**src/gpms_pkg.sv**
```systemverilog
/*
 * Constants for the graphics power-management and software interrupt
 * register bank: offsets, field positions, reset values and encodings.
 * Assumes nothing of its surroundings.
 */
`default_nettype none
package gpms_pkg;

   // Configuration offsets, byte addresses
   localparam logic [7:0] GPMS_OFF_CAP_HEADER = 8'hd0;
   localparam logic [7:0] GPMS_OFF_CAPABILITIES = 8'hd2;
   localparam logic [7:0] GPMS_OFF_CTRL_STATUS = 8'hd4;
   localparam logic [7:0] GPMS_OFF_MAILBOX = 8'he0;

   // Capability header fields
   localparam logic [7:0] GPMS_CAPABILITY_IDENTIFIER = 8'h01;
   localparam logic [7:0] GPMS_NEXT_CAPABILITY_LINK = 8'h00;
   localparam logic [15:0] GPMS_CAP_HEADER_RESET = 16'h0001;

   // Capabilities register fields
   localparam int GPMS_CAP_WAKE_SUPPORT_LSB = 11;
   localparam int GPMS_CAP_D2_BIT = 10;
   localparam int GPMS_CAP_D1_BIT = 9;
   localparam int GPMS_CAP_DSI_BIT = 5;
   localparam int GPMS_CAP_AUX_POWER_BIT = 4;
   localparam int GPMS_CAP_WAKE_CLOCK_BIT = 3;
   localparam logic [2:0] GPMS_CAP_VERSION = 3'h1;
   localparam logic [15:0] GPMS_CAPABILITIES_RESET = 16'h0021;

   // Control/status fields
   localparam int GPMS_CS_WAKE_FLAG_BIT = 15;
   localparam int GPMS_CS_WAKE_ENABLE_BIT = 8;
   localparam int GPMS_CS_LEVEL_LSB = 0;
   localparam logic [15:0] GPMS_CTRL_STATUS_RESET = 16'h0000;

   // Mailbox fields
   localparam int GPMS_MB_TRIGGER_BIT = 0;
   localparam logic [15:0] GPMS_MAILBOX_RESET = 16'h0000;

   // Power levels held in the control/status field
   typedef enum logic [1:0] {
      GPMS_LEVEL_D0 = 2'b00,
      GPMS_LEVEL_D1 = 2'b01,
      GPMS_LEVEL_D2 = 2'b10,
      GPMS_LEVEL_D3 = 2'b11
   } gpms_level_e;

endpackage
`default_nettype wire

```
**src/gpms_smi_if.sv**
```systemverilog
/*
 * Carrier between the register bank and its interrupt message sender.
 * Assumes both ends run on the same clock.
 */
`timescale 1ns/1ps
`default_nettype none
interface gpms_smi_if;
   logic trigger;
   logic busy;

   modport bank (output trigger, input busy);
   modport sender (input trigger, output busy);
endinterface
`default_nettype wire

```
**src/gpms_regs.sv**
```systemverilog
/*
 * Power-management capability and software interrupt mailbox registers of
 * the integrated graphics unit, reached by configuration cycles.
 * Assumes a single clock, a synchronous active-high reset, and a
 * configuration and hub link agent on that same clock.
 */
// Overview of operation
// - Header low byte reads 01h, write-ignored
// - Header high byte link reads 00h
// - Wake support zero; wake pin never asserted
// - D2 and D1 support bits read zero
// - Device-specific initialisation bit reads one
// - Version reads 001b; bits 8:6 reserved
// - Aux power and wake clock read zero
// - Wake flag and enable hardwired zero
// - Data scale, selector and reserved read zero
// - Sleep level writable, reset D0, 11 D3
// - Unsupported level writes complete, are discarded
// - Mailbox bits 15:1 plain storage, reset zero
// - Trigger rising edge sends one message, merged if one is already pending
// - Trigger stays set until software clears
`timescale 1ns/1ps
`default_nettype none
module gpms_regs (
   // Clock and reset
   input wire logic clk,
   input wire logic rst,
   // Configuration cycles, dword addressed with byte enables
   input wire logic cfg_req,
   input wire logic cfg_we,
   input wire logic [7:0] cfg_addr,
   input wire logic [3:0] cfg_be,
   input wire logic [31:0] cfg_wdata,
   output logic cfg_ack,
   output logic [31:0] cfg_rdata,
   // Hub link message
   output logic hub_link_smi_req,
   input wire logic hub_link_smi_ack,
   // Power state and wake pin
   output logic [1:0] device_sleep_level,
   output logic wake_event_n
);
   import gpms_pkg::*;

   gpms_smi_if smi ();

   logic [1:0] level_r;
   logic [1:0] level_nxt;
   logic [14:0] message_r;
   logic [14:0] message_nxt;
   logic trigger_r;
   logic trigger_nxt;
   logic trigger_pulse_r;
   logic ack_r;
   logic [31:0] rdata_r;
   logic wake_n_r;
   logic [31:0] rdata_nxt;
   logic wr_cap_dword;
   logic wr_cs_dword;
   logic wr_mb_dword;

   // Dword containing a byte offset
   function automatic logic [5:0] dword_of(input logic [7:0] offset);
      dword_of = offset[7:2];
   endfunction

   // Whether an access hits the dword holding the given offset
   function automatic logic hits(input logic [7:0] addr, input logic [7:0] offset);
      hits = (dword_of(addr) == dword_of(offset));
   endfunction

   // Byte lane merge of a 16-bit register from the low half of a write
   function automatic logic [15:0] merge16(input logic [15:0] old, input logic [15:0] wd,
                                           input logic [1:0] be);
      merge16 = old;
      if (be[0]) begin
         merge16[7:0] = wd[7:0];
      end
      if (be[1]) begin
         merge16[15:8] = wd[15:8];
      end
   endfunction

   // Only full-on and full-off levels may be entered
   function automatic logic level_supported(input logic [1:0] lvl);
      case (lvl)
         GPMS_LEVEL_D0: level_supported = 1'b1;
         GPMS_LEVEL_D3: level_supported = 1'b1;
         default: level_supported = 1'b0;
      endcase
   endfunction

   // Read images of the hardwired registers
   function automatic logic [15:0] cap_header_image();
      cap_header_image = {GPMS_NEXT_CAPABILITY_LINK, GPMS_CAPABILITY_IDENTIFIER};
   endfunction

   function automatic logic [15:0] capabilities_image();
      logic [15:0] v;
      v = 16'h0000;
      v[15:GPMS_CAP_WAKE_SUPPORT_LSB] = 5'h00;
      v[GPMS_CAP_D2_BIT] = 1'b0;
      v[GPMS_CAP_D1_BIT] = 1'b0;
      v[GPMS_CAP_DSI_BIT] = 1'b1;
      v[GPMS_CAP_AUX_POWER_BIT] = 1'b0;
      v[GPMS_CAP_WAKE_CLOCK_BIT] = 1'b0;
      v[2:0] = GPMS_CAP_VERSION;
      capabilities_image = v;
   endfunction

   function automatic logic [15:0] ctrl_status_image(input logic [1:0] lvl);
      logic [15:0] v;
      v = 16'h0000;
      v[GPMS_CS_WAKE_FLAG_BIT] = 1'b0;
      v[GPMS_CS_WAKE_ENABLE_BIT] = 1'b0;
      v[GPMS_CS_LEVEL_LSB +: 2] = lvl; // other bits stay zero
      ctrl_status_image = v;
   endfunction

   // Write decode
   assign wr_cap_dword = cfg_req && cfg_we && hits(cfg_addr, GPMS_OFF_CAP_HEADER);
   assign wr_cs_dword = cfg_req && cfg_we && hits(cfg_addr, GPMS_OFF_CTRL_STATUS);
   assign wr_mb_dword = cfg_req && cfg_we && hits(cfg_addr, GPMS_OFF_MAILBOX);

   // Power level next value; unsupported codes are dropped silently
   always_comb begin
      logic [15:0] merged;
      merged = merge16(ctrl_status_image(level_r), cfg_wdata[15:0], cfg_be[1:0]);
      level_nxt = level_r;
      if (wr_cs_dword && cfg_be[0] && level_supported(merged[GPMS_CS_LEVEL_LSB +: 2])) begin
         level_nxt = merged[GPMS_CS_LEVEL_LSB +: 2];
      end
   end

   always_ff @(posedge clk) begin
      if (rst) begin
         level_r <= GPMS_CTRL_STATUS_RESET[1:0];
      end else begin
         level_r <= level_nxt;
      end
   end

   // Mailbox next value
   always_comb begin
      logic [15:0] merged;
      merged = merge16({message_r, trigger_r}, cfg_wdata[15:0], cfg_be[1:0]);
      message_nxt = message_r;
      trigger_nxt = trigger_r;
      if (wr_mb_dword) begin
         message_nxt = merged[15:1];
         trigger_nxt = merged[GPMS_MB_TRIGGER_BIT]; // only software clears it
      end
   end

   always_ff @(posedge clk) begin
      if (rst) begin
         message_r <= GPMS_MAILBOX_RESET[15:1];
      end else begin
         message_r <= message_nxt;
      end
   end

   always_ff @(posedge clk) begin
      if (rst) begin
         trigger_r <= GPMS_MAILBOX_RESET[0];
      end else begin
         trigger_r <= trigger_nxt;
      end
   end

   // One pulse per 0 to 1 transition, none when one is written over one
   always_ff @(posedge clk) begin
      if (rst) begin
         trigger_pulse_r <= 1'b0;
      end else begin
         trigger_pulse_r <= trigger_nxt && !trigger_r;
      end
   end

   assign smi.trigger = trigger_pulse_r;

   gpms_smi_sender u_sender (
      .clk(clk),
      .rst(rst),
      .smi(smi.sender),
      .hub_link_smi_req(hub_link_smi_req),
      .hub_link_smi_ack(hub_link_smi_ack)
   );

   // Read multiplexer; unmapped dwords read zero and writes there are lost
   always_comb begin
      rdata_nxt = 32'h0000_0000;
      if (hits(cfg_addr, GPMS_OFF_CAP_HEADER)) begin
         rdata_nxt = {capabilities_image(), cap_header_image()};
      end else if (hits(cfg_addr, GPMS_OFF_CTRL_STATUS)) begin
         rdata_nxt = {16'h0000, ctrl_status_image(level_r)};
      end else if (hits(cfg_addr, GPMS_OFF_MAILBOX)) begin
         rdata_nxt = {16'h0000, message_r, trigger_r};
      end
   end

   // Every cycle is answered one clock later, writes included
   always_ff @(posedge clk) begin
      if (rst) begin
         ack_r <= 1'b0;
      end else begin
         ack_r <= cfg_req;
      end
   end

   always_ff @(posedge clk) begin
      if (rst) begin
         rdata_r <= 32'h0000_0000;
      end else if (cfg_req && !cfg_we) begin
         rdata_r <= rdata_nxt;
      end
   end

   // Wake pin is never driven active
   always_ff @(posedge clk) begin
      if (rst) begin
         wake_n_r <= 1'b1;
      end else begin
         wake_n_r <= 1'b1;
      end
   end

   // Writes to the read-only capability dword have no effect
   logic cap_write_seen;
   assign cap_write_seen = wr_cap_dword;

   assign cfg_ack = ack_r;
   assign cfg_rdata = rdata_r;
   assign device_sleep_level = level_r;
   assign wake_event_n = wake_n_r;
endmodule
`default_nettype wire

```
**src/gpms_smi_sender.sv**
```systemverilog
/*
 * Sends one system management interrupt message over the hub link for each
 * trigger pulse not merged into a pending one, by a request held until the hub link acknowledges it.
 * Assumes the hub link logic runs on the same clock.
 */
`timescale 1ns/1ps
`default_nettype none
module gpms_smi_sender (
   // Clock and reset
   input wire logic clk,
   input wire logic rst,
   // Bank side
   gpms_smi_if.sender smi,
   // Hub link side
   output logic hub_link_smi_req,
   input wire logic hub_link_smi_ack
);
   logic pending_r;
   logic req_r;
   logic launch;
   logic done;

   assign launch = pending_r && !req_r;
   assign done = req_r && hub_link_smi_ack;

   // A trigger arriving while one is pending is merged, set wins over launch
   always_ff @(posedge clk) begin
      if (rst) begin
         pending_r <= 1'b0;
      end else begin
         pending_r <= (pending_r && !launch) || smi.trigger;
      end
   end

   always_ff @(posedge clk) begin
      if (rst) begin
         req_r <= 1'b0;
      end else if (launch) begin
         req_r <= 1'b1;
      end else if (done) begin
         req_r <= 1'b0;
      end
   end

   assign hub_link_smi_req = req_r;
   assign smi.busy = pending_r || req_r;
endmodule
`default_nettype wire
```
**config.mk**
```make
export PLATFORM = sky130hd
export DESIGN_NAME = gpms_regs
export DESIGN_NICKNAME = d
export VERILOG_FILES = /design/src/gpms_pkg.sv /design/src/gpms_smi_if.sv /design/src/gpms_regs.sv /design/src/gpms_smi_sender.sv
export SDC_FILE = /design/constraint.sdc
export NUM_CORES = 1
export LEC_CHECK = 0
export ABC_CLOCK_PERIOD_IN_PS = 2240
export BUFFER_PORTS_ARGS = -buffer_cell sky130_fd_sc_hd__buf_4
export CORE_MARGIN = 2
export CORE_UTILIZATION = 32
export DETAILED_ROUTE_END_ITERATION = 8
export MAX_ROUTING_LAYER = met4
export SYNTH_ARGS = -nofsm -noshare
export SYNTH_HDL_FRONTEND = slang
export SYNTH_SLANG_ARGS = --single-unit
export TNS_END_PERCENT = 10
```
**constraint.sdc**
```tcl
create_clock -name clk -period 2.24 [get_ports clk]
set_clock_uncertainty 0.15 [all_clocks]
set_input_delay 0.112 -clock clk [delete_from_list [all_inputs] [get_ports clk]]
set_output_delay 0.112 -clock clk [all_outputs]
set_load 0.005 [all_outputs]
```
==> report_table.html <==
<table>
<tr><th>Metric</th><th>Value</th></tr>
<tr><th colspan="2">Drt</th></tr>
<tr><td>DRC viols</td><td>0</td></tr>
<tr><td>Remaining number of nets flagged by the antenna check after routing</td><td>0</td></tr>
<tr><td>Initial DRC Count</td><td>approximately 110</td></tr>
<tr><td>Via density per instance</td><td>just under 5</td></tr>
<tr><td>Routed vias</td><td>1673</td></tr>
<tr><td>Pre-antenna DRT Iters</td><td>4</td></tr>
<tr><td>Routed length per instance</td><td>12.8 um</td></tr>
<tr><td>Final routed wirelength across all metal layers</td><td>4.31 mm</td></tr>
<tr><th colspan="2">Setup path</th></tr>
<tr><td>Path type of the worst setup path</td><td>in2reg</td></tr>
<tr><td>Cell with the biggest individual delay on the critical path</td><td>sky130_fd_sc_hd__or3b_1</td></tr>
<tr><td>Delay-heaviest family, CP</td><td>simple AND/OR/NAND/NOR gates</td></tr>
<tr><td>Cell chain of the critical path</td><td>dlygate4sd3_1 -&gt; buf_4 -&gt; or3b_1 -&gt; nor3_4 -&gt; mux2i_1</td></tr>
<tr><td>CP max FO</td><td>9</td></tr>
<tr><td>Stage delay of the slowest cell on the critical path</td><td>550 ps</td></tr>
<tr><td>Worst EP required</td><td>2310 ps</td></tr>
<tr><td>Flop-to-flop setup slack</td><td>1110 ps</td></tr>
<tr><td>Worst path bufs/invs</td><td>2</td></tr>
<tr><td>CP Launch Type</td><td>input pin</td></tr>
<tr><td>Type of element capturing the critical path</td><td>flop</td></tr>
<tr><td>Worst EP arrival</td><td>between 2000 and 2500 ps</td></tr>
<tr><th colspan="2">Synth</th></tr>
<tr><td>Post-synthesis instance total</td><td>206</td></tr>
<tr><td>Library cell occupying the most area in the post-synthesis netlist</td><td>sky130_fd_sc_hd__dfxtp_1</td></tr>
<tr><td>Number of distinct library cells after synthesis</td><td>34</td></tr>
<tr><td>Sequential cell area fraction in the yosys report</td><td>44.1%</td></tr>
<tr><td>Synthesized flop and latch total</td><td>39</td></tr>
<tr><td>Total number of yosys warnings</td><td>0</td></tr>
<tr><td>Syn Std Cell Area</td><td>~0.0018 sq mm</td></tr>
<tr><td>Synth top area cells</td><td>sky130_fd_sc_hd__dfxtp_1 (44%), sky130_fd_sc_hd__nand4_1 (7.8%), sky130_fd_sc_hd__nand2_1 (7.0%), sky130_fd_sc_hd__a21oi_1 (6.8%), sky130_fd_sc_hd__buf_4 (6.8%)</td></tr>
<tr><td>Average instance area after synthesis</td><td>8.60 sq um</td></tr>
<tr><td>Area fraction of the dominant cell type after synthesis</td><td>44.1%</td></tr>
<tr><th colspan="2">Timing</th></tr>
<tr><td>Accumulated negative setup slack</td><td>0 ps</td></tr>
<tr><td>Timing-limited maximum frequency</td><td>approximately 0.48 GHz</td></tr>
<tr><td>Hold violation total from the final report</td><td>0</td></tr>
<tr><td>Fin crit share</td><td>92.1%</td></tr>
<tr><td>Unrepaired setup endpoints after global routing</td><td>no</td></tr>
<tr><td>Worst slew margin relative to its limit</td><td>52.7%</td></tr>
<tr><td>Number of pins with negative max-slew slack in the final report</td><td>0</td></tr>
<tr><td>Number of endpoints failing setup at the final stage</td><td>0</td></tr>
<tr><td>Clock period minus worst slack</td><td>2060 ps</td></tr>
<tr><td>Transition time at the pin with the least slew margin</td><td>709 ps</td></tr>
<tr><th colspan="2">Clock network</th></tr>
<tr><td>Clock root buffer master</td><td>sky130_fd_sc_hd__clkbuf_8</td></tr>
<tr><td>Clock slew seen by the registers of the worst setup and hold paths</td><td>80 ps</td></tr>
<tr><td>Number of buffers created by CTS</td><td>5</td></tr>
<tr><td>Maximum count of clock buffers along a single path</td><td>2</td></tr>
<tr><td>H-tree depth</td><td>2</td></tr>
<tr><td>Latest clock arrival within the worst-skew pair</td><td>290 ps</td></tr>
<tr><td>CTS sink cnt</td><td>39</td></tr>
<tr><td>CTS tree</td><td>built</td></tr>
<tr><th colspan="2">Layout</th></tr>
<tr><td>Filler cells</td><td>560</td></tr>
<tr><td>Highest-count cells in the layout ignoring fill and taps</td><td>sky130_fd_sc_hd__buf_4 (54), sky130_fd_sc_hd__dfxtp_1 (39), sky130_fd_sc_hd__nand2_1 (33), sky130_fd_sc_hd__a21oi_1 (24), sky130_fd_sc_hd__nand4_1 (22)</td></tr>
<tr><td>Multi-input logic area</td><td>slightly above 800 sq um</td></tr>
<tr><td>Core Util, Final</td><td>44.8%</td></tr>
<tr><td>Number of nets in the layout</td><td>about 310</td></tr>
<tr><td>Final design area excluding fillers</td><td>~0.0024 sq mm</td></tr>
<tr><td>Register area</td><td>slightly below 800 sq um</td></tr>
<tr><td>Number of diodes</td><td>0</td></tr>
<tr><td>Share of layout cells above drive strength 1</td><td>between 20% and 30%</td></tr>
<tr><td>P&amp;R area growth vs syn</td><td>37.6%</td></tr>
<tr><td>Most common cell after layout, fill and taps aside</td><td>sky130_fd_sc_hd__buf_4</td></tr>
<tr><th colspan="2">Global routing</th></tr>
<tr><td>Global-route wire length before repair</td><td>about 7.2 mm</td></tr>
<tr><td>Global-route usage over all layers</td><td>14.9%</td></tr>
<tr><td>Largest net degree at the start of global routing</td><td>31</td></tr>
<tr><td>Met3 layer usage reported by global route</td><td>under 10%</td></tr>
<tr><td>Met1 usage in global routing</td><td>18.2%</td></tr>
<tr><td>Initial antenna violation count</td><td>0</td></tr>
<tr><td>Overflow left after global routing</td><td>0</td></tr>
<tr><td>Met2 Usage GRT</td><td>24.3%</td></tr>
<tr><td>Vias in the first global route</td><td>1556</td></tr>
<tr><td>Highest-utilization routing layer at the global route stage</td><td>met2</td></tr>
<tr><th colspan="2">Die</th></tr>
<tr><td>Die outline width</td><td>~78 um</td></tr>
<tr><td>Rows</td><td>27</td></tr>
<tr><td>Area of the core</td><td>0.00544 sq mm</td></tr>
<tr><td>Die H</td><td>78.4 um</td></tr>
<tr><td>Num ports</td><td>86</td></tr>
<tr><td>Starting density of the core</td><td>32.6%</td></tr>
<tr><td>Die outline area</td><td>0.00615 sq mm</td></tr>
<tr><th colspan="2">Place</th></tr>
<tr><td>Routability-driven placement congestion ratio</td><td>0.785</td></tr>
<tr><td>Total half-perimeter wirelength after legalization and detailed placement</td><td>2.90 mm</td></tr>
<tr><td>Area after DPL</td><td>~0.0021 sq mm</td></tr>
<tr><td>Number of input and output port buffers inserted</td><td>50</td></tr>
<tr><th colspan="2">Power and ir drop</th></tr>
<tr><td>Maximum VDD drop</td><td>between 0.0002 and 0.0003 V</td></tr>
<tr><td>Static leakage power</td><td>0.948 nW</td></tr>
<tr><td>PD cells</td><td>640 mW/mm^2</td></tr>
<tr><th colspan="2">Status</th></tr>
<tr><td>Status</td><td>complete, no violations</td></tr>
<tr><th colspan="2">Hold path</th></tr>
<tr><td>Worst hold path type</td><td>in2reg</td></tr>
<tr><th colspan="2">Flow run</th></tr>
<tr><td>Reported max-cap violation count</td><td>0</td></tr>
</table>
==> layer usage <==
metal / share of wire [%] / up-vias
met5: 0 / -
met4: 2.4 / 0
met3: 4.5 / 9
met2: 49 / 49
met1: 44 / 790
li1: - / 825
==> power by group <==
group / switching [W] / internal, W / leakage [nW]
Clock: 0.000245 / 0.000445 / 0.0654
Sequential: 0.00000740 / 0.000701 / 0.315
Combinational: 0.0000809 / 0.0000803 / 0.568
Total: 0.000333 / 0.00123 / 0.948
==> layout make-up <==
type	instances	area share, %
repair buffers	73	24.4
well taps	72	3.70
flip-flops and latches	39	32.0
inverters	3	0.462
clock inverters	2	2.46
clock buffers	6	2.98
multi-input cells	143	33.9
==> registers in the layout, summed over array words and instances (netlist names) <==
signal,flops
u_sender.pending_r,1
smi.trigger,1
cfg_rdata,17
trigger_r,1
cfg_ack,1
message_r,15
device_sleep_level,2
u_sender.hub_link_smi_req,1
==> cell usage after synthesis (all sizes together) <==
library cell,number
nand2b,1
nor2b,2
o311ai,4
nand4,22
nor3,2
a31oi,1
nand3b,3
inv,3
and3,1
o41ai,1
dfxtp,39
clkbuf,15
mux2i,9
or4,1
and3b,1
conb,2
nand3,3
buf,19
a211oi,2
o31ai,7
nor3b,3
or3b,1
a21oi,24
nand4b,1
and2b,1
nand2,33
and4bb,1
nor2,3
o21ai,1
==> worst paths after layout <==
| kind | cells past startpoint | start | endpoint |
|---|---|---|---|
| hold reg to reg | 1 | trigger_r | smi.trigger |
| setup reg to reg | 3 | trigger_r | cfg_rdata[0] |
| hold / removal | 2 | rst | cfg_ack |
| setup / recovery | 5 | cfg_addr[2] | message_r[9] |
==> per-stage QoR <==
stage | instances | power (W) | worst slack (ps) | hold slack [ps]
3_5_place_dp | 311 | 0.000859 | 408 | 157
3_3_place_gp | 311 | 0.000859 | 411 | 152
6_report | 338 | 0.00156 | 177 | 61.3
4_1_cts | 338 | 0.00157 | 156 | 53.0
5_1_grt | 338 | 0.00163 | 77.7 | 61.7
2_1_floorplan | 219 | 0.000808 | 795 | 61.0
==> repair_timing <==
| action | CTS | global route |
|---|---|---|
| endpoints found under the hold margin | 20 | 0 |
| hold buffers | 19 | 0 |
| gates resized for setup | 0 | 0 |
| buffers inserted | 0 | 0 |
==> logic make-up (layout without fill, tap and decap cells) <==
logic type / after synthesis / in the layout / synth area share (%)
AOI/OAI and AO/OA: 40 / 40 / 13.7
buffers and inverters: 37 / 84 / 12.3
DFF: 39 / 39 / 44.1
muxes: 9 / 9 / 5.08
other: 2 / 15 / 0.424
and+or+nand+nor: 79 / 79 / 24.4
No activity file was read; power rests on OpenSTA's default activity.
